`src/rtl/dcst_pkg.sv`:
```
// Package of timing constants and command codes for the DDR2 command-spacing controller
package dcst_pkg;
   // ---------------------------------------------------------------
   // Clock
   // ---------------------------------------------------------------
   localparam int CLK_PERIOD_PS = 100000;
   // ---------------------------------------------------------------
   // Times in their own units
   // ---------------------------------------------------------------
   localparam int TRFC_PS        = 127500;
   localparam int TXSNR_EXTRA_PS = 10000;
   localparam int TWTR_PS        = 7500;
   localparam int TRTP_PS        = 7500;
   localparam int TRAS_PS        = 40000;
   localparam int TMOD_MAX_PS    = 12000;
   localparam int TIS_PS         = 400;
   localparam int TIH_PS         = 400;
   // Round a least time up to whole cycles, never below one
   function automatic int ceil_cyc(input int ps);
      int c;
      c = (ps + CLK_PERIOD_PS - 1) / CLK_PERIOD_PS;
      return (c < 1) ? 1 : c;
   endfunction
   localparam int TXSNR_CYC = ceil_cyc(TRFC_PS + TXSNR_EXTRA_PS);
   localparam int TWTR_CYC_RAW = ceil_cyc(TWTR_PS);
   localparam int TWTR_MIN_CK = 2;
   localparam int TWTR_CYC = (TWTR_CYC_RAW < TWTR_MIN_CK) ? TWTR_MIN_CK : TWTR_CYC_RAW;
   localparam int TRTP_CYC = ceil_cyc(TRTP_PS);
   localparam int TRAS_CYC = ceil_cyc(TRAS_PS);
   localparam int TMOD_CYC = ceil_cyc(TMOD_MAX_PS);
   localparam int TDELAY_CYC = ceil_cyc(TIS_PS + CLK_PERIOD_PS + TIH_PS);
   // ---------------------------------------------------------------
   // Counts in clock cycles, the counter width and the slow-exit mode bit index
   // ---------------------------------------------------------------
   localparam int TXSRD_CYC  = 200;
   localparam int TXP_CYC    = 2;
   localparam int TXARD_CYC  = 2;
   localparam int TXARDS_FAST_GRADE = 8;
   localparam int TXARDS_SLOW_GRADE = 7;
   localparam int TANPD_CYC  = 3;
   localparam int TAXPD_CYC  = 8;
   localparam int TMRD_CYC   = 2;
   localparam int TCKE_CYC   = 3;
   localparam int CNT_W      = 8;
   localparam int MR_SLOW_EXIT_BIT = 12;
   // ---------------------------------------------------------------
   // Commands
   // ---------------------------------------------------------------
   typedef enum logic [3:0] {
      DCST_NOP   = 4'b0000,
      DCST_ACT   = 4'b0001,
      DCST_RD    = 4'b0010,
      DCST_WR    = 4'b0011,
      DCST_PRE   = 4'b0100,
      DCST_REF   = 4'b0101,
      DCST_MRS   = 4'b0110,
      DCST_PDE   = 4'b0111,
      DCST_PDX   = 4'b1000,
      DCST_SRE   = 4'b1001,
      DCST_SRX   = 4'b1010,
      DCST_ODTON = 4'b1011,
      DCST_ODTOF = 4'b1100
   } dcst_cmd_t;
   typedef enum logic [1:0] {
      DCST_ST_IDLE   = 2'b00,
      DCST_ST_ACTPD  = 2'b01,
      DCST_ST_PREPD  = 2'b10,
      DCST_ST_SELFR  = 2'b11
   } dcst_state_t;
endpackage

```
`src/rtl/dcst_gap_timer.sv`:
```
// Down-counter that holds a dependent command until a spacing has elapsed
`timescale 1ns/1ps
`default_nettype none
module dcst_gap_timer #(
   parameter int W = 8
) (
   input  wire logic         clock,
   input  wire logic         rst_b,
   input  wire logic         load,
   input  wire logic [W-1:0] value,
   output logic              done
);
   logic [W-1:0] cnt_reg;
   logic [W-1:0] cnt_next;
   // ---------------------------------------------------------------
   // Counter
   // ---------------------------------------------------------------
   // A load only ever lengthens the wait, so a short spacing never cuts a long
   // one that is still running; a load of n keeps done low for n cycles and the
   // dependent command goes on the edge after the count has emptied
   assign cnt_next = (load && (value > cnt_reg)) ? value
                   : ((cnt_reg != '0) ? cnt_reg - 1'b1 : cnt_reg);
   assign done     = (cnt_reg == '0);
   always_ff @(posedge clock) begin
      if (!rst_b) begin
         cnt_reg <= '0;
      end else begin
         cnt_reg <= cnt_next;
      end
   end
endmodule // dcst_gap_timer
`default_nettype wire

```
`src/rtl/dcst_ctrl.sv`:
```
// Host-side DDR2 command spacer: issues commands only when every spacing has elapsed
`timescale 1ns/1ps
`default_nettype none
module dcst_ctrl #(
   parameter int          AL          = 0,
   parameter int          BL          = 4,
   parameter bit          FAST_GRADE  = 1'b1,
   parameter logic [15:0] MR_INIT     = 16'h0000
) (
   input  wire logic        clock,
   input  wire logic        rst_b,
   input  wire logic        req_valid,
   input  wire logic [3:0]  req_cmd,
   input  wire logic [15:0] req_addr,
   input  wire logic        req_mr_is_main,
   input  wire logic        refresh_missed,
   output logic             req_ready,
   output logic             data_suspect,
   output logic [3:0]       cmd_out,
   output logic [15:0]      addr_out,
   output logic             cke,
   output logic             odt,
   output logic             clk_en,
   output logic [1:0]       pwr_state
);
   localparam int W = dcst_pkg::CNT_W;
   // Constraint indices, one timer each
   localparam int T_NONRD = 0;
   localparam int T_RD    = 1;
   localparam int T_PDE   = 2;
   localparam int T_MRD   = 3;
   localparam int T_CKE   = 4;
   localparam int T_PRE   = 5;
   localparam int T_ODTS  = 6;
   localparam int T_CLK   = 7;
   localparam int NT      = 8;
   localparam int XARDS   = (FAST_GRADE ? dcst_pkg::TXARDS_FAST_GRADE
                                        : dcst_pkg::TXARDS_SLOW_GRADE) - AL;
   localparam int RDPRE   = AL + BL / 2;
   localparam int RD2PRE  = (RDPRE > dcst_pkg::TRTP_CYC) ? RDPRE : dcst_pkg::TRTP_CYC;

   function automatic logic [W-1:0] cyc(input int n);
      return (n < 1) ? W'(1) : W'(n);
   endfunction

   logic [NT-1:0]       t_load;
   logic [NT-1:0]       t_done;
   logic [W-1:0]        t_val [NT];
   logic                cke_reg;
   logic                odt_reg;
   logic                suspect_reg;
   logic                slow_exit;
   logic [3:0]          cmd_reg;
   logic [15:0]         addr_reg;
   logic [15:0]         mr_reg;
   dcst_pkg::dcst_state_t state_reg;
   dcst_pkg::dcst_state_t state_next;
   logic                take;
   logic                ok;
   logic                is_rd;
   logic                is_wr;
   logic                is_pre;
   logic                is_act;
   logic                is_mrs;
   logic                is_pde;
   logic                is_pdx;
   logic                is_sre;
   logic                is_srx;
   logic                is_odt;
   logic                cke_change;
   logic                legal_in_state;

   // ---------------------------------------------------------------
   // One timer per spacing
   // ---------------------------------------------------------------
   genvar gi;
   generate
      for (gi = 0; gi < NT; gi++) begin : g_tmr
         dcst_gap_timer #(.W(W)) u_tmr (
            .clock (clock),
            .rst_b (rst_b),
            .load  (t_load[gi]),
            .value (t_val[gi]),
            .done  (t_done[gi])
         );
      end
   endgenerate

   // ---------------------------------------------------------------
   // Command decode
   // ---------------------------------------------------------------
   assign is_rd  = (req_cmd == dcst_pkg::DCST_RD);
   assign is_wr  = (req_cmd == dcst_pkg::DCST_WR);
   assign is_pre = (req_cmd == dcst_pkg::DCST_PRE);
   assign is_act = (req_cmd == dcst_pkg::DCST_ACT);
   assign is_mrs = (req_cmd == dcst_pkg::DCST_MRS);
   assign is_pde = (req_cmd == dcst_pkg::DCST_PDE);
   assign is_pdx = (req_cmd == dcst_pkg::DCST_PDX);
   assign is_sre = (req_cmd == dcst_pkg::DCST_SRE);
   assign is_srx = (req_cmd == dcst_pkg::DCST_SRX);
   assign is_odt = (req_cmd == dcst_pkg::DCST_ODTON) || (req_cmd == dcst_pkg::DCST_ODTOF);
   assign cke_change = is_pde || is_pdx || is_sre || is_srx;

   // Powered-down states accept only their exit; awake state refuses exits
   assign legal_in_state =
      (state_reg == dcst_pkg::DCST_ST_IDLE)  ? !(is_pdx || is_srx) :
      (state_reg == dcst_pkg::DCST_ST_SELFR) ? is_srx : is_pdx;

   // ---------------------------------------------------------------
   // Spacing gate
   // ---------------------------------------------------------------
   // Reads wait on the read timer, every other command on the non-read timer;
   // ODT moves also wait until synchronous ODT timing is back after a power-down exit
   assign ok = legal_in_state
             && (is_rd ? t_done[T_RD] : t_done[T_NONRD])
             && (!is_pde || t_done[T_PDE])
             && (!is_mrs || t_done[T_MRD])
             && (!is_odt || t_done[T_ODTS])
             && (!cke_change || t_done[T_CKE])
             && (!is_pre || t_done[T_PRE])
             && (!(is_pde || is_sre) || t_done[T_CLK])
             && (!is_rd || !suspect_reg);
   assign req_ready = ok;
   assign take      = req_valid && ok;

   // ---------------------------------------------------------------
   // Timer loads
   // ---------------------------------------------------------------
   always_comb begin
      t_load = '0;
      for (int i = 0; i < NT; i++) begin
         t_val[i] = '0;
      end
      if (take) begin
         // Exits arm the non-read and the read spacing together
         if (is_srx) begin
            t_load[T_NONRD] = 1'b1;
            t_val[T_NONRD]  = cyc(dcst_pkg::TXSNR_CYC);
            t_load[T_RD]    = 1'b1;
            t_val[T_RD]     = cyc(dcst_pkg::TXSRD_CYC);
         end else if (is_pdx) begin
            t_load[T_NONRD] = 1'b1;
            t_val[T_NONRD]  = cyc(dcst_pkg::TXP_CYC);
            t_load[T_RD]    = 1'b1;
            // Precharge power-down has no read figure of its own beyond the exit spacing
            if (state_reg == dcst_pkg::DCST_ST_PREPD) begin
               t_val[T_RD] = cyc(dcst_pkg::TXP_CYC);
            end else if (slow_exit) begin
               t_val[T_RD] = cyc(XARDS);
            end else begin
               t_val[T_RD] = cyc(dcst_pkg::TXARD_CYC);
            end
            t_load[T_ODTS]  = 1'b1;
            t_val[T_ODTS]   = cyc(dcst_pkg::TAXPD_CYC);
         end else if (is_wr) begin
            // A long read hold left by a self-refresh exit still wins here
            t_load[T_RD]    = 1'b1;
            t_val[T_RD]     = cyc(dcst_pkg::TWTR_CYC);
         end else if (is_rd) begin
            t_load[T_PRE]   = 1'b1;
            t_val[T_PRE]    = cyc(RD2PRE);
         end else if (is_act) begin
            t_load[T_PRE]   = 1'b1;
            t_val[T_PRE]    = cyc(dcst_pkg::TRAS_CYC);
         end else if (is_mrs) begin
            t_load[T_MRD]   = 1'b1;
            t_val[T_MRD]    = cyc(dcst_pkg::TMRD_CYC);
            // Hold off further non-read commands until a new ODT value has surely landed
            t_load[T_NONRD] = 1'b1;
            t_val[T_NONRD]  = cyc(dcst_pkg::TMOD_CYC);
         end else if (is_odt) begin
            t_load[T_PDE]   = 1'b1;
            t_val[T_PDE]    = cyc(dcst_pkg::TANPD_CYC);
         end
         // Every CKE move opens its three-edge registration window
         if (cke_change) begin
            t_load[T_CKE]   = 1'b1;
            t_val[T_CKE]    = cyc(dcst_pkg::TCKE_CYC);
         end
         // CKE falling: the memory clock must stay alive for the hold time
         if (is_pde || is_sre) begin
            t_load[T_CLK]   = 1'b1;
            t_val[T_CLK]    = cyc(dcst_pkg::TDELAY_CYC);
         end
      end
   end

   // ---------------------------------------------------------------
   // Power state
   // ---------------------------------------------------------------
   // Only a taken command moves the state; refused ones leave it alone
   always_comb begin
      state_next = state_reg;
      case (state_reg)
         dcst_pkg::DCST_ST_IDLE: begin
            if (take && is_pde) begin
               state_next = dcst_pkg::DCST_ST_ACTPD;
            end else if (take && is_sre) begin
               state_next = dcst_pkg::DCST_ST_SELFR;
            end
         end
         dcst_pkg::DCST_ST_ACTPD, dcst_pkg::DCST_ST_PREPD: begin
            if (take && is_pdx) begin
               state_next = dcst_pkg::DCST_ST_IDLE;
            end
         end
         dcst_pkg::DCST_ST_SELFR: begin
            if (take && is_srx) begin
               state_next = dcst_pkg::DCST_ST_IDLE;
            end
         end
         default: begin
            state_next = dcst_pkg::DCST_ST_IDLE;
         end
      endcase
   end

   // ---------------------------------------------------------------
   // Registered pins
   // ---------------------------------------------------------------
   always_ff @(posedge clock) begin
      if (!rst_b) begin
         state_reg <= dcst_pkg::DCST_ST_IDLE;
         cmd_reg   <= dcst_pkg::DCST_NOP;
         addr_reg  <= 16'h0000;
         cke_reg   <= 1'b1;
         odt_reg   <= 1'b0;
      end else begin
         state_reg <= state_next;
         cmd_reg   <= take ? req_cmd : dcst_pkg::DCST_NOP;
         addr_reg  <= take ? req_addr : addr_reg;
         if (take && (is_pde || is_sre)) begin
            cke_reg <= 1'b0;
         end else if (take && (is_pdx || is_srx)) begin
            cke_reg <= 1'b1;
         end
         if (take && req_cmd == dcst_pkg::DCST_ODTON) begin
            odt_reg <= 1'b1;
         end else if (take && req_cmd == dcst_pkg::DCST_ODTOF) begin
            odt_reg <= 1'b0;
         end
      end
   end

   // Mode copy and refresh-loss flag; a miss in the clearing cycle still sets
   always_ff @(posedge clock) begin
      if (!rst_b) begin
         mr_reg        <= MR_INIT;
         suspect_reg   <= 1'b0;
      end else begin
         // Only the main mode register carries the exit-speed bit
         if (take && is_mrs && req_mr_is_main) begin
            mr_reg        <= req_addr;
         end
         if (refresh_missed) begin
            suspect_reg <= 1'b1;
         end else if (take && is_wr) begin
            suspect_reg <= 1'b0;
         end
      end
   end

   assign cmd_out      = cmd_reg;
   assign addr_out     = addr_reg;
   assign cke          = cke_reg;
   assign odt          = odt_reg;
   // Clock stops only in self-refresh once the hold time after CKE low is met
   assign clk_en       = !((state_reg == dcst_pkg::DCST_ST_SELFR) && t_done[T_CLK]);
   assign pwr_state    = state_reg;
   assign data_suspect = suspect_reg;
   // Exit speed follows the stored mode word, so the reset value can preselect it
   assign slow_exit    = mr_reg[dcst_pkg::MR_SLOW_EXIT_BIT];
endmodule // dcst_ctrl
`default_nettype wire

```
`config.mk`:
```
export PLATFORM = sky130hd
export DESIGN_NAME = dcst_ctrl
export DESIGN_NICKNAME = d
export VERILOG_FILES = /design/src/rtl/dcst_pkg.sv /design/src/rtl/dcst_gap_timer.sv /design/src/rtl/dcst_ctrl.sv
export SDC_FILE = /design/constraint.sdc
export NUM_CORES = 1
export LEC_CHECK = 0
export BUFFER_PORTS_ARGS = -buffer_cell sky130_fd_sc_hd__buf_4
export CAP_MARGIN = 15
export CORE_AREA = 2 2 103 105
export DETAILED_ROUTE_END_ITERATION = 6
export DIE_AREA = 0 0 105 107
export GPL_TIMING_DRIVEN = 0
export PLACE_DENSITY = 0.72
export SYNTH_ARGS = -nofsm -noshare
export SYNTH_HDL_FRONTEND = slang
export SYNTH_SLANG_ARGS = --single-unit
```
`constraint.sdc`:
```
create_clock -name clock -period 8.7 [get_ports clock]
set_clock_uncertainty 0.2 [all_clocks]
set_input_delay 1.305 -clock clock [delete_from_list [all_inputs] [get_ports clock]]
set_output_delay 1.305 -clock clock [all_outputs]
set_load 0.02 [all_outputs]
```
==> results.yml, run 1 <==
drt:
  viasPerCell: 5.39
  wl_per_cell_um: 14.0
  wirelength_um: 10900
  first_iter_violations: 198
  firstDrtPassIters: 4
  vias: 4220
  drtAntennaViolNets: 0
  drc: 0
final_layout:
  largest_register_ffs: 64
  fin_area_um2: 5680
  stdcell_count: 783
  drive_gt1_share_pct: 15.8
  fillers: 938
  area_delta_synth_final_pct: 15.3
  fin_nets: 698
  diodes: 0
floorplan:
  die_area_um2: 11200
  initial_utilization_pct: 48.8
  core.rowCount: 37
  fp.dieW_um: 105
  die_y_um: 107
  ioPinCount: 52
  coreArea_um2: 10100
clocking:
  clkSlewWorstSetupHoldPaths_ps: 90
  clkLatencyLatePin_ps: 370
  cts_setup_buffers: 0
  cts.sinks: 90
  cts_made_buffers: 9
  htree_levels: 3
  root_buffer: "clkbuf_8"
  clockBufferDepth: 2
  cts.repair.resized: 0
  cts_tree: "yes"
  cts_hold_buf: 0
power:
  p_comb_share_pct: 48.7
  p_seq_share_pct: 34.8
  pwr_density_cell_nw_per_um2: 330
  total_leakage_power_nw: 2.34
  ir_drop_mv: 0.147
  p_int_w: 0.00111
  switching_share_pct: 40.7
  p_clk_share_pct: 16.5
  p_sw_w: 0.000761
critical_path:
  required_ps: 8730
  criticalPathCategory: "in2reg"
  cpPeakStageDelay_ps: 710
  cp_num_buf_inv: 3
  reg2reg_from: "g_tmr[6].u_tmr.cnt_reg[0]"
  cpMaxStageDelayCell: "nor3b_1"
  cp_cell_sequence: "buf_4, nor3b_1, a21oi_1, a2111oi_4, nand2_1, or3_4, nand2_1, inv_1, ha_1, inv_1, a21oi_1, a2111oi_0, nand3_1, o21ai_0, nor2_1"
  crit_fanout: 6
  worst_setup_path_end_kind: "register"
  regToRegEndpoint: "g_tmr[4].u_tmr.cnt_reg[3]"
  critical_path_arrival_ps: 5110
  r2r_slack_ps: 4460
  crit_family: "simple AND/OR/NAND/NOR gates"
  worst_setup_path_start_kind: "primary input"
  ff2ff_path_depth: 16
placement:
  hpwl_um: 8220
  dpl_cell_area_um2: 5470
  place_inst: 768
  gp_congestion: 0.866
  io_buffers: 50
logic_synthesis:
  synth_top_area_share_pct: 36.6
  synth_warnings: 0
  synthMuxAreaShare_pct: 2.57
  syn-num-nets: 637
  syn_area_um2: 4920
  yosys.area_share.simple_pct: 29.3
  synth_area_leaders: "dfxtp_1, ha_1, nor2_1"
  synthXorXnorAreaFrac_pct: 7.12
  syn_area_per_cell_um2: 8.46
  synth-edff-count: 0
  ys_seq_area_share_pct: 36.6
  synth_seq_cells: 90
  syn_inst: 582
  yosysTopAreaCell: "dfxtp_1"
  synthAdderAreaFrac_pct: 7.62
  synth.most_common_cell: "dfxtp_1"
  synth_top_family_by_area: "simple AND/OR/NAND/NOR gates"
  ys.flop_type: "dfxtp_1"
  netlist_top_cells_count: "dfxtp_1, nor2_1, nand2_1"
  synth-compound-area-share_pct: 12.9
  synth_cell_types: 65
  ys_async_sr_fraction_pct: 0
global_route:
  grtUsageMet1_pct: 24.9
  antenna_found_initial: 0
  use_met3_pct: 3.16
  grt_overflow: 0
  grt_max_degree: 15
  grt_pass1_wl_um: 18500
  track_usage_pct: 20.4
  grt.busiest_layer: "met2"
  met2_usage_pct: 35.3
  grt_pass1_vias: 3996
hold_path:
  hp-class: "reg2reg"
  whs_path_depth: 2
  hold_path.startpoint: "addr_out[13]"
  holdPathEnd: "addr_out[13]"
timing:
  hold_ws_ps: 267
  rsz0062_at_grt: "false"
  finalWorstPathRequiredPeriod_ps: 5080
  finalSetupTns_ps: 0
  slew_headroom_pct: 42.6
  min_period_over_period_pct: 58.4
  finalSetupViolations: 0
  tightestPinTransition_ps: 859
  fmax_ghz: 0.197
  drv_slew: 0
  hold_violations: 0
run_status:
  status: "completed"
job:
  cap_violations: 0
==> cells by family (layout without fill, tap and decap cells) <==
group | count (synthesis) | in the layout
xor gates and xnor gates | 40 | 40
adders and majority gates | 30 | 30
AOI/OAI and AO/OA | 91 | 91
and+or+nand+nor | 270 | 270
buffers and inverters | 49 | 114
muxes | 12 | 12
DFF | 90 | 90
==> area by class of cell <==
| class | count | area [µm²] | area share (%) |
|---|---|---|---|
| clock buffers | 9 | 124 | 2.18 |
| inverters | 33 | 124 | 2.18 |
| well taps | 136 | 170 | 3.00 |
| plain buffers | 16 | 67.6 | 1.19 |
| multi-input cells | 443 | 2930 | 51.6 |
| clock inverters | 6 | 82.6 | 1.46 |
| repair buffers | 50 | 375 | 6.61 |
| flip-flops and latches | 90 | 1800 | 31.7 |
==> worst max path at each step <==
stage,slack (ps),startpoint,cells after the start,to
2_1_floorplan,4170,req_cmd[3],15,g_tmr[4].u_tmr.cnt_reg[3]
3_3_place_gp,3290,req_cmd[2],15,g_tmr[4].u_tmr.cnt_reg[3]
3_5_place_dp,3300,req_cmd[2],15,g_tmr[4].u_tmr.cnt_reg[3]
4_1_cts,3670,req_cmd[2],15,g_tmr[4].u_tmr.cnt_reg[3]
5_1_grt,3210,req_cmd[2],15,g_tmr[4].u_tmr.cnt_reg[6]
6_report,3620,req_cmd[2],15,g_tmr[4].u_tmr.cnt_reg[3]
==> per-stage QoR <==
step | total power [W] | utilization, % | setup slack (ps)
6_report | 0.00187 | 56.2 | 3620
5_1_grt | 0.00204 | 56.2 | 3210
4_1_cts | 0.00188 | 56.2 | 3670
3_5_place_dp | 0.00157 | 54.2 | 3300
3_3_place_gp | 0.00153 | 54.2 | 3290
2_1_floorplan | 0.00138 | - | 4170
==> placed cells by master (no fill, tap or decap), types with 10 or more instances in the layout <==
cell,n
a21oi_1,27
nand2_1,67
nor3_1,15
nor4_1,12
a21boi_0,16
dfxtp_1,90
xnor2_1,31
o21a_1,10
nand3_1,17
ha_1,30
o21ai_0,11
nor2_1,77
buf_4,50
inv_1,33
clkbuf_1,10
==> power by group through the flow <==
stage	clock network (W)	logic [W]	registers, W
after global placement	0	0.000877	0.000652
after CTS	0.000315	0.000916	0.000650
final	0.000309	0.000913	0.000652
after global routing	0.000334	0.00104	0.000668
after detailed placement	0	0.000911	0.000658
after floorplan	0	0.000733	0.000646
==> worst reg2reg max path, cell delays in order, from the launching register on <==
cell and delay [ps]:
dfxtp_1 320, inv_1 90, ha_1 200, or3b_2 510, and2b_1 270, o22ai_1 260, nor3_4 370, nand3_1 190
nand2_1 210, inv_1 70, ha_1 170, inv_1 50, a21oi_1 50, a2111oi_0 380, nand3_1 150, o21ai_0 510
nor2_1 110
==> layer usage <==
layer  part of all wire (%)  vias to the layer above
li1                       -                     2127
met1                     46                     2014
met2                     48                       62
met3                    3.2                       17
met4                    2.1                        0
met5                      0                        -
Note: power is estimated with default switching activity, not from simulation.
==> run 2: changes to the inputs <==
==> constraint.sdc (replaced) <==
create_clock -name clock -period 4.9 [get_ports clock]
set_clock_uncertainty 0.2 [all_clocks]
set_input_delay 0.735 -clock clock [delete_from_list [all_inputs] [get_ports clock]]
set_output_delay 0.735 -clock clock [all_outputs]
set_load 0.02 [all_outputs]
==> run 2 against run 1 <==
Net effect: worst setup slack worse by 3100 ps; critical endpoint unchanged; largest power group unchanged; via count hardly changed; wire length is 0.28% lower; highest routed layer unchanged.
==> results.yml, run 2 (synthesized netlist as in run 1, its figures left out) <==
placement:
  place_ws_ps: 69.4
  gp_congestion: 0.866
  hpwl_um: 8220
  io_buffers: 50
clocking:
  cts_hold_buf: 0
  cts.sinks: 90
  cts_tree: "yes"
  clockBufferDepth: 2
  root_buffer: "clkbuf_8"
  clkLatencyLatePin_ps: 370
  htree_levels: 3
  cts_setup_buffers: 0
  clkSlewWorstSetupHoldPaths_ps: 90
  cts_made_buffers: 9
final_layout:
  layout_common_cells: "dfxtp_1, nor2_1, nand2_1"
  area_delta_synth_final_pct: 15.4
  drive_gt1_share_pct: 15.9
  fillers: 935
  largest_register_ffs: 64
  final_common_cell: "dfxtp_1"
  diodes: 0
  fin_nets: 698
floorplan:
  coreArea_um2: 10100
  core.rowCount: 37
  die_y_um: 107
  initial_utilization_pct: 48.8
  fp.dieW_um: 105
  ioPinCount: 52
  die_area_um2: 11200
global_route:
  track_usage_pct: 20.4
  grt_pass1_wl_um: 18500
  grt_max_degree: 15
  antenna_found_initial: 0
  grt_overflow: 0
  grt_pass1_vias: 3996
timing:
  slew_headroom_pct: 44.3
  min_period_over_period_pct: 88.9
  drv_slew: 0
  finalSetupViolations: 0
  finalSetupTns_ps: 0
  fmax_ghz: 0.230
  tightestPinTransition_ps: 836
  setup_ws_ps: 545
  finalWorstPathRequiredPeriod_ps: 4350
  hold_violations: 0
  rsz0062_at_grt: "false"
drt:
  firstDrtPassIters: 4
  vias: 4223
  drtAntennaViolNets: 0
  wl_per_cell_um: 13.9
  first_iter_violations: 190
  viasPerCell: 5.39
  drc: 0
  wirelength_um: 10900
critical_path:
  critical_path_arrival_ps: 4380
  ff2ff_path_depth: 16
  required_ps: 4930
  worst_setup_path_start_kind: "primary input"
  criticalPathCategory: "in2reg"
  worst_setup_path_end_kind: "register"
  crit_fanout: 10
  r2r_slack_ps: 680
hold_path:
  whs_path_depth: 2
  hp-class: "reg2reg"
power:
  total_leakage_power_nw: 2.34
  ir_drop_mv: 0.261
  pwr_density_cell_nw_per_um2: 585
run_status:
  status: "completed"
job:
  cap_violations: 0
-- run 2: cell counts in the layout (fill, tap and decap cells not counted) --
Identical to the previous run, type by type.
-- run 2: final timing paths --
path | startpoint | to
max | req_cmd[3] | g_tmr[4].u_tmr.cnt_reg[3]
min | addr_out[13] | addr_out[13]
max reg2reg | g_tmr[6].u_tmr.cnt_reg[0] | g_tmr[4].u_tmr.cnt_reg[3]
min reg2reg | addr_out[13] | addr_out[13]
-- run 2: per-stage QoR --
step / hold WS [ps] / cells / total power [W] / instance area [µm²] / util [%]
floorplan: 233 / 582 / 0.00245 / 4920 / -
global placement: 245 / 768 / 0.00271 / 5470 / 54.2
detailed placement: 258 / 768 / 0.00279 / 5470 / 54.2
CTS: 270 / 783 / 0.00334 / 5680 / 56.2
global route: 290 / 783 / 0.00362 / 5680 / 56.3
finish: 267 / 783 / 0.00332 / 5680 / 56.3
-- run 2: report_power, final --
part           leakage [nW]  switching [W]  total (W)  internal [W]
Clock                 0.105       0.000265   0.000546      0.000282
Combinational          1.50       0.000878    0.00162      0.000741
Sequential            0.740       0.000206    0.00116      0.000951
Total                  2.34        0.00135    0.00332       0.00197
-- run 2: final cells by class --
| class | count | area (µm²) | area share (%) |
|---|---|---|---|
| Timing Repair Buffer | 50 | 375 | 6.61 |
| Clock inverter | 6 | 82.6 | 1.45 |
| Buffer | 16 | 67.6 | 1.19 |
| Inverter | 33 | 124 | 2.18 |
| Multi-Input combinational cell | 443 | 2940 | 51.7 |
| Tap cell | 136 | 170 | 3.00 |
| Sequential cell | 90 | 1800 | 31.7 |
| Clock buffer | 9 | 124 | 2.18 |
-- run 2: worst max-delay path: stages --
cell and delay, ps:
buf_4 130, clkbuf_1 190, nor2_1 340, and2_1 250
mux2_2 390, or2_1 290, or3_4 430, nand2_1 130
inv_1 60, ha_1 170, inv_1 50, a21oi_1 50
a2111oi_0 380, nand3_1 150, o21ai_0 510, nor2_1 110
-- run 2: metal layers --
metal | up-vias | share of wire [%] | global-route usage [%]
met5 | - | 0 | 0
met3 | 19 | 3.8 | 3.16
met4 | 0 | 2.2 | 9.43
met1 | 2004 | 46 | 24.9
met2 | 72 | 48 | 35.3
li1 | 2128 | - | -
-- run 2: timing repair --
action	4_1_cts	5_1_grt
setup endpoints to repair	0	5
resized for setup	0	1
hold endpoints to repair	0	0
==> run 3: changes to the inputs <==
==> constraint.sdc (replaced) <==
create_clock -name clock -period 4.5 [get_ports clock]
set_clock_uncertainty 0.2 [all_clocks]
set_input_delay 0.675 -clock clock [delete_from_list [all_inputs] [get_ports clock]]
set_output_delay 0.675 -clock clock [all_outputs]
set_load 0.02 [all_outputs]
==> run 3 against run 2 <==
Net effect: cell count grew 0.26%; die area is the same; via count shrank 0.50%; global-route usage is the same; combinational power grew 9%; sequential share of layout area shrank 0.12 points; sequential power grew 9%.
==> results.yml, run 3 (synthesized netlist as in run 1, its figures left out) <==
floorplan:
  die_y_um: 107
  ioPinCount: 52
  core.rowCount: 37
  initial_utilization_pct: 48.8
  coreArea_um2: 10100
  die_area_um2: 11200
  fp.dieW_um: 105
placement:
  gp_congestion: 0.866
  io_buffers: 50
  hpwl_um: 8220
global_route:
  track_usage_pct: 20.4
  grt_max_degree: 15
  grt_pass1_vias: 3996
  grt_overflow: 0
  grt_pass1_wl_um: 18500
  antenna_found_initial: 0
final_layout:
  fin_nets: 700
  layout_common_cells: "dfxtp_1, nor2_1, nand2_1"
  diodes: 0
  area_delta_synth_final_pct: 15.8
  final_common_cell: "dfxtp_1"
  postLayoutCoreUtil_pct: 56.5
  largest_register_ffs: 64
  drive_gt1_share_pct: 16.3
job:
  cap_violations: 0
critical_path:
  worst_setup_path_end_kind: "register"
  crit_fanout: 10
  worst_setup_path_start_kind: "primary input"
  critical_path_arrival_ps: 4230
  cpMaxStageDelayCell: "o31ai_2"
  cpPeakStageDelay_ps: 470
  criticalPathCategory: "in2reg"
  cp_cell_sequence: "buf_4, clkbuf_1, nor3b_1, o21ai_1, o22ai_2, nor3_4, nand2_2, buf_2, or2_2, inv_1, ha_1, nand2_1, o2111ai_1, o31ai_2, nor2_1"
  required_ps: 4530
drt:
  wl_per_cell_um: 13.9
  drc: 0
  viasPerCell: 5.35
  firstDrtPassIters: 4
  vias: 4202
  wirelength_um: 10900
  drtAntennaViolNets: 0
  first_iter_violations: 193
timing:
  hold_violations: 0
  rsz0062_at_grt: "false"
  drv_slew: 0
  fmax_ghz: 0.238
  finalWorstPathRequiredPeriod_ps: 4200
  tightestPinTransition_ps: 796
  finalSetupViolations: 0
  slew_headroom_pct: 46.5
  min_period_over_period_pct: 93.4
  finalSetupTns_ps: 0
power:
  power.total_w: 0.00363
  pwr_density_cell_nw_per_um2: 636
  p_seq_share_pct: 34.7
  p_clk_share_pct: 16.4
  ir_drop_mv: 0.284
  p_int_w: 0.00216
  total_leakage_power_nw: 2.36
  p_sw_w: 0.00147
  p_comb_share_pct: 48.9
  switching_share_pct: 40.5
clocking:
  root_buffer: "clkbuf_8"
  clkSlewWorstSetupHoldPaths_ps: 90
  clkLatencyLatePin_ps: 360
  cts_made_buffers: 9
  htree_levels: 3
  cts_tree: "yes"
  cts.sinks: 90
  clockBufferDepth: 2
hold_path:
  hp-class: "reg2reg"
run_status:
  status: "completed"
-- run 3: path summary, 6_finish.rpt --
check / start / end / slack, ps / depth (start not counted)
worst max-delay path: req_cmd[1] / g_tmr[2].u_tmr.cnt_reg[4] / 300 / 15
worst min-delay path: addr_out[13] / addr_out[13] / 270 / 2
worst max register to register: g_tmr[6].u_tmr.cnt_reg[0] / g_tmr[2].u_tmr.cnt_reg[4] / 360 / 15
worst min register to register: addr_out[13] / addr_out[13] / 270 / 2
-- run 3: final cells by class --
cell class,count,area [µm²]
fill,935,4390
multi-input combinational,443,2940
sequential,90,1800
timing repair buffer,52,390
tap,136,170
clock buffer,9,124
inverter,33,124
clock inverter,6,82.6
buffer,16,67.6
-- run 3: timing repair --
| action | 4_1_cts | 5_1_grt |
|---|---|---|
| setup endpoints to repair | 0 | 19 |
| gates resized for setup | 0 | 3 |
| setup buffers | 0 | 2 |
| hold buffers | 0 | 0 |
-- run 3: metal layers --
layer  global-route usage (%)  wire length, µm
met1                     24.9             4960
met2                     35.3             5290
met3                     3.16              427
met4                     9.43              236
met5                        0                0
-- run 3: critical path: cells and delay by family --
family / cells / cell delay (ps)
AO/OA/AOI/OAI: 4 / 1410
adder cells (fa/ha/maj): 1 / 230
buffers and inverters: 4 / 780
AND/OR/NAND/NOR: 6 / 1140
-- run 3: metrics by stage --
| stage | hold slack, ps | instance area, µm² | cells | setup slack [ps] |
|---|---|---|---|---|
| 6_report | 267 | 5700 | 785 | 298 |
| 5_1_grt | 290 | 5700 | 785 | 7.10 |
| 4_1_cts | 270 | 5680 | 783 | 95.4 |
| 3_5_place_dp | 258 | 5470 | 768 | -271 |
| 3_3_place_gp | 245 | 5470 | 768 | -277 |
| 2_1_floorplan | 233 | 4920 | 582 | 599 |
-- run 3: power by group through the flow --
| stage | clock network (W) | registers (W) | logic, W |
|---|---|---|---|
| 2_1_floorplan | 0 | 0.00125 | 0.00142 |
| 3_3_place_gp | 0 | 0.00126 | 0.00169 |
| 3_5_place_dp | 0 | 0.00127 | 0.00176 |
| 4_1_cts | 0.000609 | 0.00126 | 0.00177 |
| 5_1_grt | 0.000645 | 0.00129 | 0.00202 |
| 6_report | 0.000593 | 0.00126 | 0.00177 |
